File: config.mk
export PLATFORM = sky130hd
export DESIGN_NAME = sad_decoder
export DESIGN_NICKNAME = d
export VERILOG_FILES = /design/src/hdl/sad_pkg.sv /design/src/hdl/sad_decoder.sv /design/src/hdl/sad_board_regs.sv
export SDC_FILE = /design/constraint.sdc
export NUM_CORES = 1
export LEC_CHECK = 0
export BUFFER_PORTS_ARGS = -buffer_cell sky130_fd_sc_hd__buf_2
export CORE_MARGIN = 5
export CORE_UTILIZATION = 30
export CTS_BUF_LIST = sky130_fd_sc_hd__clkbuf_4 sky130_fd_sc_hd__clkbuf_8
export DETAILED_ROUTE_END_ITERATION = 12
export GPL_TIMING_DRIVEN = 0
export PLACE_DENSITY = 0.64
export SETUP_SLACK_MARGIN = 0.2
export SYNTH_ARGS = -nofsm -noshare
export SYNTH_HDL_FRONTEND = slang
export SYNTH_HIERARCHICAL = 1
export SYNTH_SLANG_ARGS = --single-unit
File: constraint.sdc
create_clock -name clk -period 2.66 [get_ports clk]
set_input_delay 0.399 -clock clk [delete_from_list [all_inputs] [get_ports clk]]
set_output_delay 0.399 -clock clk [all_outputs]
set_load 0.01 [all_outputs]
File: src/hdl/sad_pkg.sv
`default_nettype none
package sad_pkg;
    // ****************************************************************
    // Processor-side region limits.
    // ****************************************************************
    localparam logic [31:0] SAD_DRAM_END = 32'h7FFF_FFFF;
    localparam logic [31:0] SAD_IO_BASE = 32'h8000_0000;
    localparam logic [31:0] SAD_ISA_END = 32'h807F_FFFF;
    localparam logic [31:0] SAD_CFG_BASE = 32'h8080_0000;
    localparam logic [31:0] SAD_CFG_END = 32'h80FF_FFFF;
    localparam logic [31:0] SAD_IO_END = 32'hBF7F_FFFF;
    localparam logic [31:0] SAD_RSV_BASE = 32'hBF80_0000;
    localparam logic [31:0] SAD_RSV_END = 32'hBFFF_FFEF;
    localparam logic [31:0] SAD_IACK_BASE = 32'hBFFF_FFF0;
    localparam logic [31:0] SAD_IACK_END = 32'hBFFF_FFFF;
    localparam logic [31:0] SAD_MEM_BASE = 32'hC000_0000;
    localparam logic [31:0] SAD_MEM_END = 32'hFEFF_FFFF;
    localparam logic [31:0] SAD_FLASH_BASE = 32'hFF00_0000;
    localparam int SAD_FLASH_BANK_BIT = 19;
    // ****************************************************************
    // Inbound PCI window onto DRAM.
    // ****************************************************************
    localparam logic [31:0] SAD_PCI_DRAM_BASE = 32'h8000_0000;
    // ****************************************************************
    // Indirect configuration ports and configuration select lines.
    // ****************************************************************
    localparam logic [15:0] SAD_CFG_ADDR_PORT = 16'h0CF8;
    localparam logic [15:0] SAD_CFG_DATA_PORT = 16'h0CFC;
    localparam int SAD_IDSEL_LO = 11;
    localparam int SAD_IDSEL_HI = 18;
    // ****************************************************************
    // Board control register ISA offsets.
    // ****************************************************************
    localparam logic [15:0] SAD_CLOCK_RAM_INDEX_LOW = 16'h0074;
    localparam logic [15:0] SAD_CLOCK_RAM_INDEX_HIGH = 16'h0075;
    localparam logic [15:0] SAD_CLOCK_RAM_DATA_PORT = 16'h0077;
    localparam logic [15:0] SAD_BOARD_KIND_INFO = 16'h0800;
    localparam logic [15:0] SAD_BOARD_BUILD_OPTIONS = 16'h0802;
    localparam logic [15:0] SAD_MEMORY_MODULE_INFO = 16'h0804;
    localparam logic [15:0] SAD_POWER_DOWN_CONTROL = 16'h0807;
    localparam logic [7:0] SAD_POWER_DOWN_RESET = 8'h00;
    localparam logic [7:0] SAD_CLOCK_RAM_INDEX_RESET = 8'h00;
    // ****************************************************************
    // Decoded targets.
    // ****************************************************************
    typedef enum logic [3:0] {
        SAD_T_NONE, SAD_T_DRAM, SAD_T_PCI_IO, SAD_T_PCI_CFG, SAD_T_PCI_RSV,
        SAD_T_PCI_IACK, SAD_T_PCI_MEM, SAD_T_FLASH0, SAD_T_FLASH1, SAD_T_BOARD
    } sad_target_e;
endpackage
`default_nettype wire

File: src/hdl/sad_decoder.sv
`default_nettype none
module sad_decoder
    import sad_pkg::*;
(
    // Clock and reset.
    input wire logic clk,
    input wire logic rst_n,
    // Processor request.
    input wire logic cpu_req,
    input wire logic cpu_wr,
    input wire logic [31:0] cpu_addr,
    input wire logic [3:0] cpu_size,
    input wire logic [7:0] cpu_wdata,
    // Map control pins.
    input wire logic alt_map_pin,
    input wire logic discontig_pin,
    // Inbound PCI request.
    input wire logic pci_in_req,
    input wire logic pci_in_io,
    input wire logic [31:0] pci_in_addr,
    // Board status inputs.
    input wire logic [7:0] kind_in,
    input wire logic [7:0] build_in,
    input wire logic [7:0] module_in,
    input wire logic [7:0] clock_ram_rdata,
    input wire logic [7:0] iack_vector,
    // Processor-side decode result.
    output logic dec_valid_r,
    output sad_pkg::sad_target_e dec_target_r,
    output logic [31:0] pci_addr_r,
    output logic pci_cfg_r,
    output logic [7:0] idsel_r,
    output logic [7:0] rdata_r,
    output logic alt_map_r,
    // Board register outputs.
    output logic [7:0] index_low_r,
    output logic [7:0] index_high_r,
    output logic [7:0] power_down_r,
    output logic clock_ram_wr_r,
    output logic clock_ram_rd_r,
    output logic [7:0] clock_ram_wdata_r,
    // Inbound decode result.
    output logic dram_in_valid_r,
    output logic [31:0] dram_in_addr_r,
    output logic pci_in_drop_r
);
    import sad_pkg::*;

    // ****************************************************************
    // Pin synchronisers.
    // ****************************************************************
    logic [1:0] alt_s1_r, alt_s2_r;
    logic alt_sw_r;
    logic [31:0] cfg_addr_reg_r;

    always_ff @(posedge clk) begin
        if (!rst_n) begin
            alt_s1_r <= 2'b00;
            alt_s2_r <= 2'b00;
        end else begin
            alt_s1_r <= {discontig_pin, alt_map_pin};
            alt_s2_r <= alt_s1_r;
        end
    end

    function automatic logic in_rng(input logic [31:0] a, input logic [31:0] lo, input logic [31:0] hi);
        in_rng = (a >= lo) && (a <= hi);
    endfunction

    // ****************************************************************
    // Decode.
    // ****************************************************************
    logic [31:0] off;
    logic [15:0] isa_a;
    logic discontig;
    logic is_isa;
    logic isa_exact;
    logic board_acc;
    logic is_cfg_data;
    sad_target_e tgt;
    logic [31:0] paddr;
    logic [7:0] idsel;

    assign off = cpu_addr - SAD_IO_BASE;
    assign discontig = alt_s2_r[1] || alt_sw_r;
    assign is_isa = in_rng(cpu_addr, SAD_IO_BASE, SAD_ISA_END);

    always_comb begin
        if (discontig) begin
            isa_a = {off[22:12], off[4:0]};
        end else begin
            isa_a = off[15:0];
        end
    end

    // Contiguous aliases above ISA 0xFFFF must not reach the onboard ports.
    assign isa_exact = is_isa && (discontig || off[22:16] == 7'h00);
    assign board_acc = cpu_req && isa_exact && (cpu_size == 4'h1);
    assign is_cfg_data = isa_exact && (isa_a[15:2] == SAD_CFG_DATA_PORT[15:2]);

    always_comb begin
        tgt = SAD_T_NONE;
        paddr = 32'h0000_0000;
        idsel = 8'h00;
        if (in_rng(cpu_addr, 32'h0000_0000, SAD_DRAM_END)) begin
            tgt = SAD_T_DRAM;
            paddr = cpu_addr;
        end else if (in_rng(cpu_addr, SAD_CFG_BASE, SAD_CFG_END)) begin
            tgt = SAD_T_PCI_CFG;
            paddr = off;
            idsel = off[SAD_IDSEL_HI:SAD_IDSEL_LO];
        end else if (is_isa) begin
            tgt = SAD_T_PCI_IO;
            paddr = discontig ? {16'h0000, isa_a} : off;
            if (is_cfg_data) begin
                tgt = SAD_T_PCI_CFG;
                paddr = {cfg_addr_reg_r[31:2], isa_a[1:0]};
                idsel = cfg_addr_reg_r[SAD_IDSEL_HI:SAD_IDSEL_LO];
            end
        end else if (in_rng(cpu_addr, SAD_IO_BASE, SAD_IO_END)) begin
            tgt = SAD_T_PCI_IO;
            paddr = off;
        end else if (in_rng(cpu_addr, SAD_RSV_BASE, SAD_RSV_END)) begin
            tgt = SAD_T_PCI_RSV;
            paddr = off;
        end else if (in_rng(cpu_addr, SAD_IACK_BASE, SAD_IACK_END)) begin
            tgt = cpu_wr ? SAD_T_PCI_RSV : SAD_T_PCI_IACK;
            paddr = off;
        end else if (in_rng(cpu_addr, SAD_MEM_BASE, SAD_MEM_END)) begin
            tgt = SAD_T_PCI_MEM;
            paddr = cpu_addr - SAD_MEM_BASE;
        end else begin
            tgt = cpu_addr[SAD_FLASH_BANK_BIT] ? SAD_T_FLASH1 : SAD_T_FLASH0;
            paddr = {12'h000, cpu_addr[19:0]};
        end
    end

    // ****************************************************************
    // Indirect configuration address and software map switch.
    // ****************************************************************
    always_ff @(posedge clk) begin
        if (!rst_n) begin
            cfg_addr_reg_r <= 32'h0000_0000;
            alt_sw_r <= 1'b0;
        end else if (cpu_req && cpu_wr && isa_exact && isa_a[15:2] == SAD_CFG_ADDR_PORT[15:2]) begin
            cfg_addr_reg_r <= {24'h0000_00, cpu_wdata} << (8 * isa_a[1:0]);
        end else if (board_acc && cpu_wr && isa_a == SAD_POWER_DOWN_CONTROL) begin
            alt_sw_r <= cpu_wdata[7];
        end
    end

    // ****************************************************************
    // Board registers.
    // ****************************************************************
    logic breg_hit_r;
    logic [7:0] breg_rdata_r;

    sad_board_regs u_regs (
        .clk(clk),
        .rst_n(rst_n),
        .acc(board_acc),
        .wr(cpu_wr),
        .isa_addr(isa_a),
        .wdata(cpu_wdata),
        .kind_in(kind_in),
        .build_in(build_in),
        .module_in(module_in),
        .clock_ram_rdata(clock_ram_rdata),
        .hit_r(breg_hit_r),
        .rdata_r(breg_rdata_r),
        .index_low_r(index_low_r),
        .index_high_r(index_high_r),
        .power_down_r(power_down_r),
        .clock_ram_wr_r(clock_ram_wr_r),
        .clock_ram_rd_r(clock_ram_rd_r),
        .clock_ram_wdata_r(clock_ram_wdata_r)
    );

    logic pend_board_r;
    logic pend_iack_r;

    always_ff @(posedge clk) begin
        if (!rst_n) begin
            dec_valid_r <= 1'b0;
            dec_target_r <= SAD_T_NONE;
            pci_addr_r <= 32'h0000_0000;
            pci_cfg_r <= 1'b0;
            idsel_r <= 8'h00;
            pend_board_r <= 1'b0;
            pend_iack_r <= 1'b0;
            alt_map_r <= 1'b0;
        end else begin
            dec_valid_r <= cpu_req;
            dec_target_r <= cpu_req ? tgt : SAD_T_NONE;
            pci_addr_r <= cpu_req ? paddr : 32'h0000_0000;
            pci_cfg_r <= cpu_req && (tgt == SAD_T_PCI_CFG);
            idsel_r <= (cpu_req && tgt == SAD_T_PCI_CFG) ? idsel : 8'h00;
            pend_board_r <= board_acc && !cpu_wr;
            pend_iack_r <= cpu_req && tgt == SAD_T_PCI_IACK;
            alt_map_r <= discontig;
        end
    end

    // ****************************************************************
    // Read data: board register or interrupt vector.
    // ****************************************************************
    always_ff @(posedge clk) begin
        if (!rst_n) begin
            rdata_r <= 8'h00;
        end else if (pend_board_r && breg_hit_r) begin
            rdata_r <= breg_rdata_r;
        end else if (pend_iack_r) begin
            rdata_r <= iack_vector;
        end
    end

    // ****************************************************************
    // Inbound PCI decode.
    // ****************************************************************
    always_ff @(posedge clk) begin
        if (!rst_n) begin
            dram_in_valid_r <= 1'b0;
            dram_in_addr_r <= 32'h0000_0000;
            pci_in_drop_r <= 1'b0;
        end else begin
            dram_in_valid_r <= pci_in_req && !pci_in_io && pci_in_addr[31];
            dram_in_addr_r <= pci_in_addr - SAD_PCI_DRAM_BASE;
            pci_in_drop_r <= pci_in_req && (pci_in_io || !pci_in_addr[31]);
        end
    end

    // ****************************************************************
    // Checks.
    // ****************************************************************
    dram_local_a: assert property (@(posedge clk) disable iff (!rst_n)
        cpu_req && !cpu_addr[31] |=> dec_target_r == SAD_T_DRAM && !pci_cfg_r)
        else $error("low address not sent to DRAM");
    io_offset_a: assert property (@(posedge clk) disable iff (!rst_n)
        cpu_req && cpu_addr >= 32'h8100_0000 && cpu_addr <= 32'hBF7F_FFFF
        |=> pci_addr_r == $past(cpu_addr) - 32'h8000_0000)
        else $error("I/O offset wrong");
    cfg_window_a: assert property (@(posedge clk) disable iff (!rst_n)
        cpu_req && cpu_addr[31:23] == 9'h101 |=> pci_cfg_r && pci_addr_r[23] == 1'b1)
        else $error("configuration cycle not produced");
    rsv_forward_a: assert property (@(posedge clk) disable iff (!rst_n)
        cpu_req && cpu_addr >= 32'hBF80_0000 && cpu_addr <= 32'hBFFF_FFEF |=> dec_target_r == SAD_T_PCI_RSV)
        else $error("reserved window not forwarded");
    iack_read_a: assert property (@(posedge clk) disable iff (!rst_n)
        cpu_req && !cpu_wr && cpu_addr[31:4] == 28'hBFF_FFFF |=> dec_target_r == SAD_T_PCI_IACK
        ##1 rdata_r == $past(iack_vector))
        else $error("interrupt acknowledge not run");
    mem_offset_a: assert property (@(posedge clk) disable iff (!rst_n)
        cpu_req && cpu_addr[31:30] == 2'b11 && cpu_addr[31:24] != 8'hFF
        |=> dec_target_r == SAD_T_PCI_MEM && pci_addr_r[31:30] == 2'b00)
        else $error("memory window offset wrong");
    flash_bank_a: assert property (@(posedge clk) disable iff (!rst_n)
        cpu_req && cpu_addr[31:24] == 8'hFF
        |=> dec_target_r == ($past(cpu_addr[19]) ? SAD_T_FLASH1 : SAD_T_FLASH0))
        else $error("flash bank wrong");
    idsel_map_a: assert property (@(posedge clk) disable iff (!rst_n)
        cpu_req && cpu_addr[31:23] == 9'h101 |=> idsel_r == $past(cpu_addr[18:11]))
        else $error("device select wrong");
    inbound_a: assert property (@(posedge clk) disable iff (!rst_n)
        pci_in_req |=> dram_in_valid_r != pci_in_drop_r)
        else $error("inbound cycle both kept and dropped");
    cov_dram_c: cover property (@(posedge clk) cpu_req && tgt == SAD_T_DRAM);
    cov_iack_c: cover property (@(posedge clk) pend_iack_r);
    cov_board_c: cover property (@(posedge clk) pend_board_r && breg_hit_r);
    cov_inbound_c: cover property (@(posedge clk) dram_in_valid_r);
endmodule // sad_decoder
`default_nettype wire

File: src/hdl/sad_board_regs.sv
`default_nettype none
module sad_board_regs
    import sad_pkg::*;
(
    // Clock and reset.
    input wire logic clk,
    input wire logic rst_n,
    // Byte access.
    input wire logic acc,
    input wire logic wr,
    input wire logic [15:0] isa_addr,
    input wire logic [7:0] wdata,
    // Board inputs, already synchronised.
    input wire logic [7:0] kind_in,
    input wire logic [7:0] build_in,
    input wire logic [7:0] module_in,
    input wire logic [7:0] clock_ram_rdata,
    // Results.
    output logic hit_r,
    output logic [7:0] rdata_r,
    output logic [7:0] index_low_r,
    output logic [7:0] index_high_r,
    output logic [7:0] power_down_r,
    output logic clock_ram_wr_r,
    output logic clock_ram_rd_r,
    output logic [7:0] clock_ram_wdata_r
);
    logic hit;
    logic [7:0] rd;

    always_comb begin
        hit = 1'b1;
        rd = 8'h00;
        case (isa_addr)
            SAD_CLOCK_RAM_INDEX_LOW: hit = 1'b1;
            SAD_CLOCK_RAM_INDEX_HIGH: hit = 1'b1;
            SAD_CLOCK_RAM_DATA_PORT: rd = clock_ram_rdata;
            SAD_BOARD_KIND_INFO: rd = kind_in;
            SAD_BOARD_BUILD_OPTIONS: rd = build_in;
            SAD_MEMORY_MODULE_INFO: rd = module_in;
            SAD_POWER_DOWN_CONTROL: rd = power_down_r;
            default: hit = 1'b0;
        endcase
    end

    always_ff @(posedge clk) begin
        if (!rst_n) begin
            hit_r <= 1'b0;
            rdata_r <= 8'h00;
        end else begin
            hit_r <= acc && hit;
            rdata_r <= (acc && !wr) ? rd : 8'h00;
        end
    end

    always_ff @(posedge clk) begin
        if (!rst_n) begin
            index_low_r <= SAD_CLOCK_RAM_INDEX_RESET;
            index_high_r <= SAD_CLOCK_RAM_INDEX_RESET;
            power_down_r <= SAD_POWER_DOWN_RESET;
            clock_ram_wr_r <= 1'b0;
            clock_ram_rd_r <= 1'b0;
            clock_ram_wdata_r <= 8'h00;
        end else begin
            clock_ram_wr_r <= acc && wr && (isa_addr == SAD_CLOCK_RAM_DATA_PORT);
            clock_ram_rd_r <= acc && !wr && (isa_addr == SAD_CLOCK_RAM_DATA_PORT);
            if (acc && wr) begin
                clock_ram_wdata_r <= wdata;
                if (isa_addr == SAD_CLOCK_RAM_INDEX_LOW) index_low_r <= wdata;
                if (isa_addr == SAD_CLOCK_RAM_INDEX_HIGH) index_high_r <= wdata;
                if (isa_addr == SAD_POWER_DOWN_CONTROL) power_down_r <= wdata;
            end
        end
    end
endmodule // sad_board_regs
`default_nettype wire

# After elaboration in Yosys (flattened, before gate mapping)
# Cells that the tools add are included.
# classes
bitwise_logic,3
n_mux,27
n_lt_le_gt_ge,13
n_shift,1
n_reduce_logical,42
addsub,3
n_eq_ne,12
# ops
op,count
$mux W32,9
$le A32 B32 Y1 const B,6
$ge A32 B32 Y1 const B,5
$sub A32 B32 Y32 const B,3
$eq A16 B12 Y1 const B,4
$eq A16 B7 Y1 const B,3
$mux W8,5
$pmux W8 S5,1
$ge A32 B1 Y1 const B,1
$le A32 B31 Y1 const B,1
$mux W4,8
$shl A8 B5 Y32,1
$eq A14 B10 Y1 const B,2
$logic_and A1 B1 Y1,26
$mux W16,1
$reduce_and A2 Y1,6
$logic_not A7 Y1,1
$reduce_or A7 Y1,1
$eq A4 B1 Y1 const B,1
$eq A4 B2 Y1 const B,1
$eq A4 B3 Y1 const B,1
$logic_not A1 Y1,3
$logic_or A1 B1 Y1,3
$mux W1,3
other kinds (3),5
# word_totals
output_inout_bits,123
register_bits,171
input_bits,124

# Logic depth before layout (Yosys ltp)
# logic_depth
ltp_word,13
mapped_depth,12

# By module
# The synthesis kept the hierarchy.
# modules_own_cells
mod,seq_area_each_um2,area_each_um2,n_inst,cells_each
sad_decoder,2482.4,5122.4,1,561
sad_board_regs,860.8,2059.5,1,234

# Worst setup path after synthesis
# No wires, ideal clock.
# synth_timing
path_kind,input to register
startpoint,input cpu_addr[18]
endpoint,register u_regs.index_high_r[0]
setup_ns,0.125
setup_slack_ns,-0.248
n_path_buf,1
arrival_ns,2.783
path_stages,10
required_ns,2.535
path_cell_list,or4_1 or4_4 a21boi_1 o2111ai_1 nor2_1 nand2_1 clkbuf_1 nor3_1 nand3_2 mux2i_1
# synth_via
elab_chain_cells,8
# synth_lines
item,line_no,rtl
"start, declared",sad_decoder.sv:11,"input wire logic [31:0] cpu_addr,"
$sub A32 B32 Y32,sad_decoder.sv:84,assign off = cpu_addr - SAD_IO_BASE;
$logic_not A7 Y1,sad_decoder.sv:97,assign isa_exact = is_isa && (discontig || off[22:16] == 7'h00);
$logic_or A1 B1 Y1,sad_decoder.sv:97,
$logic_and A1 B1 Y1 (*),sad_decoder.sv:97,
$logic_and A1 B1 Y1 (*) (2 in a row),sad_decoder.sv:98,assign board_acc = cpu_req && isa_exact && (cpu_size == 4'h1);
net board_acc,sad_decoder.sv:78,logic board_acc;
$logic_and A1 B1 Y1 (*),sad_board_regs.sv:67,if (acc && wr) begin
$reduce_and A2 Y1 (no source line) (*),-,
"end signal, assigned",sad_board_regs.sv:70,if (isa_addr == SAD_CLOCK_RAM_INDEX_HIGH) index_high_r <= wdata;
"end, declared",sad_board_regs.sv:22,"output logic [7:0] index_high_r,"
# Mark *: on every way through the listed nets, which the timed path passes. The rest lies on a longest branch.
# A chain may end at the register's enable or synchronous reset.

# Worst setup path in the final report
# layout_timing
startpoint,register alt_sw_r
endpoint,register u_regs.rdata_r[1]
# layout_lines
item,line_no,rtl
"start, declared",sad_decoder.sv:53,logic alt_sw_r;
"start signal, assigned",sad_decoder.sv:148,alt_sw_r <= cpu_wdata[7];
$logic_or A1 B1 Y1 (*),sad_decoder.sv:85,assign discontig = alt_s2_r[1] || alt_sw_r;
$mux W16 (*),sad_decoder.sv:89,if (discontig) begin
net isa_a[9],sad_decoder.sv:74,logic [15:0] isa_a;
$eq A16 B12 Y1 / $eq A16 B7 Y1 (equally long branches),sad_board_regs.sv:34,case (isa_addr)
$pmux W8 S5 (*),sad_board_regs.sv:34,
"end signal, assigned",sad_board_regs.sv:52,rdata_r <= (acc && !wr) ? rd : 8'h00;
"end, declared",sad_board_regs.sv:20,"output logic [7:0] rdata_r,"
# Marked as above.

==> metrics.md <==
| Metric | Value |
|---|---|
| Status | `complete, no violations` |
| Synth top area share | `46.6%` |
| CTS tree | `built` |
| Cells after Synth | `795` |
| Synth Area in Simple Gates | `25.2%` |
| Max-slew violation count | `0` |
| Post-synthesis compound-gate area fraction | `17.4%` |
| Hold Path Class | `in -> reg` |
| Worst-Margin Slew | `0.802 ns` |
| DR DRC count | `0` |
| H-tree level count | `4` |
| CP arrival | `2.97 ns` |
| Kind of critical path | `reg -> reg` |
| Die area | `27100 um^2` |
| CP Capture Type | `register` |
| Crit share post-route | `98.1%` |
| Final min period | `2.61 ns` |
| Final net count | `1216` |
| CTS root buf | `clkbuf_8` |
| CP max FO | `8` |
| Gr ovfl total | `0` |
| Post-synth EDFFs | `0` |
| Pre-antenna DRT Iters | `5` |
| Unrepaired setup endpoints after global routing | `true` |
| Initial DRC Count | `643` |
| Synth cell types | `68` |
| Async S/R FF share, synth | `0%` |
| Max Clk Rate | `0.383 GHz` |
| Warnings, synthesis | `6` |
| Sequential area share after synthesis | `46.6%` |
| DRT Wirelength | `27500 um` |
| Most common cell in the synthesized netlist | `dfxtp_1` |
| Setup WS post-layout | `0.0511 ns` |
| GP Congestion | `0.960` |
| Mux cell area share after synthesis | `6.52%` |
| Filler cells | `2297` |
| DP Wirelength | `20400 um` |
| Largest family of logic cells by synthesized area | `simple AND/OR/NAND/NOR gates` |
| XOR/XNOR Fraction of Synth Area | `0%` |
| I/O pin count | `247` |
| Vias in the first global route | `7186` |
| Worst slack, placed | `-1.42 ns` |
| Row count | `56` |
| Layout cells sized above 1 | `42.6%` |
| Power density cells | `477 nW/um^2` |
| Routed Antenna Nets | `0` |
| Drt wl/cell | `19.3 um` |
| Global-route wire length before repair | `40300 um` |
| Clk_lat worst skew | `0.45 ns` |
| Clock Skew | `0.0125 ns` |
| Die X | `165 um` |
| Leakage power | `4.59 nW` |
| Clock slew at reported path FFs | `0.09 ns` |
| Vias/cell | `5.21` |
| Port Buffers | `243` |
| Syn avg cell area | `9.03 um^2` |
| Area after DPL | `9010 um^2` |
| Clock sinks | `167` |
| #FFs+latches synth | `167` |
| DIE HEIGHT | `165 um` |
| Syn Nets | `922` |
| Ant. Diodes | `0` |
| Initial Util | `30.5%` |
| Core footprint | `23500 um^2` |
| Total Negative Setup Slacks | `0 ns` |
| Peak supply drop | `0.288 mV` |
| Total power | `5.05 mW` |
| Worst Setup Start Kind | `register` |
| Yosys top cell by area | `dfxtp_1` |
| Ys flop type | `dfxtp_1` |
| Area Growth Syn to Fin | `47.4%` |
| Final Hold Fails | `0` |
| Normalized max-slew margin | `46.6%` |
| Top cell types by occurrence after synthesis | `dfxtp_1, nand2_1, and2_1, nand3_1, mux2i_1` |
| TritonCTS Buffers | `17` |
| Final setup viols | `0` |
| R2R Setup Slk | `0.05 ns` |
| Area contributors post-synth | `dfxtp_1, nand2_1, mux2i_1, and2_1, o31ai_1` |
| Initial antenna violation count | `0` |
| Via Count | `7409` |
| Mapped Area | `7180 um^2` |
| CP required | `3.02 ns` |
| GRT Overall Usage | `19.2%` |
| Synth Area in Adders | `0.523%` |
| Post-route design area | `10600 um^2` |
| Largest net degree at the start of global routing | `17` |
| Maximum clock path buffer count | `2` |
| Max Cap Viol | `0` |
-- layout by cell type (no fill, tap or decap), drive strengths merged, types with 11 or more instances in the layout --
cell / n
nand3: 46
dfxtp: 167
mux2i: 40
nand2: 109
and2: 48
nor2: 34
o211a: 12
nor3: 12
a21oi: 25
buf: 289
o31ai: 34
a211oi: 11
inv: 24
nor3b: 20
o21ai: 42
clkbuf: 53
-- sequential cells by signal (all words and copies together), names as in the netlist, 4 cells and up --
signal / flops
idsel_r: 8
u_regs/clock_ram_wdata_r: 8
cfg_addr_reg_r: 30
u_regs/rdata_r: 8
u_regs/index_low_r: 8
dram_in_addr_r: 32
u_regs/index_high_r: 8
pci_addr_r: 32
dec_target_r: 4
rdata_r: 8
u_regs/power_down_r: 8
-- final timing paths --
kind,startpoint,endpoint,depth (start not counted)
max,alt_sw_r,u_regs/rdata_r[1],9
min reg2reg,u_regs/index_low_r[2],u_regs/index_low_r[2],2
min,pci_in_io,dram_in_valid_r,2
max reg2reg,alt_sw_r,u_regs/rdata_r[1],9
-- worst max-delay path, stage by stage, from the launching register on --
cell and delay [ns]:
dfxtp_4 0.38, or2_4 0.26, buf_8 0.14, mux2_4 0.30, or4_4 0.60, buf_6 0.15
nor4_4 0.15, buf_6 0.18, o21ai_2 0.06, a211oi_2 0.27
-- final cells by class --
class	instances	area [um^2]	area share (%)
Multi-Input combinational cell	563	4430	41.9
Clock inverter	13	133	1.25
Tap cell	319	399	3.77
Timing Repair Buffer	275	1590	15.0
Inverter	17	63.8	0.603
Sequential cell	167	3350	31.6
Clock buffer	19	255	2.41
Buffer	48	362	3.42
-- what timing repair did --
action	4_1_cts	5_1_grt
gates resized for setup	80	108
cloned	0	5
hold buffers	0	0
setup endpoints to repair	114	106
setup buffers	22	5
pin swaps	28	15
-- cell families after synthesis --
group / after synthesis
muxes: 46
and+or+nand+nor: 336
adders and majority gates: 3
AOI/OAI and AO/OA: 178
buffers and inverters: 65
DFF: 167
-- metal layers --
| metal | part of all wire, % | vias up | global-route usage (%) |
|---|---|---|---|
| met5 | 0 | - | 0 |
| met4 | 2.3 | 0 | 5.44 |
| met3 | 10 | 50 | 6.04 |
| met2 | 47 | 390 | 31.5 |
| met1 | 40 | 3493 | 24.5 |
| li1 | - | 3476 | - |
-- per-stage QoR --
stage	utilization (%)	hold slack, ns	cells
finish	45.0	0.113	1421
global route	45.0	0.0824	1421
CTS	42.1	0.0773	1411
detailed placement	38.3	0.453	1357
global placement	38.3	0.444	1357
floorplan	-	0.412	795
-- power by group --
part,total (mW),internal [mW],switching [mW]
combinational,0.662,0.251,0.411
sequential,2.57,2.56,0.0163
clock,1.81,0.803,1.01
Note: power is estimated with default switching activity, not from simulation.
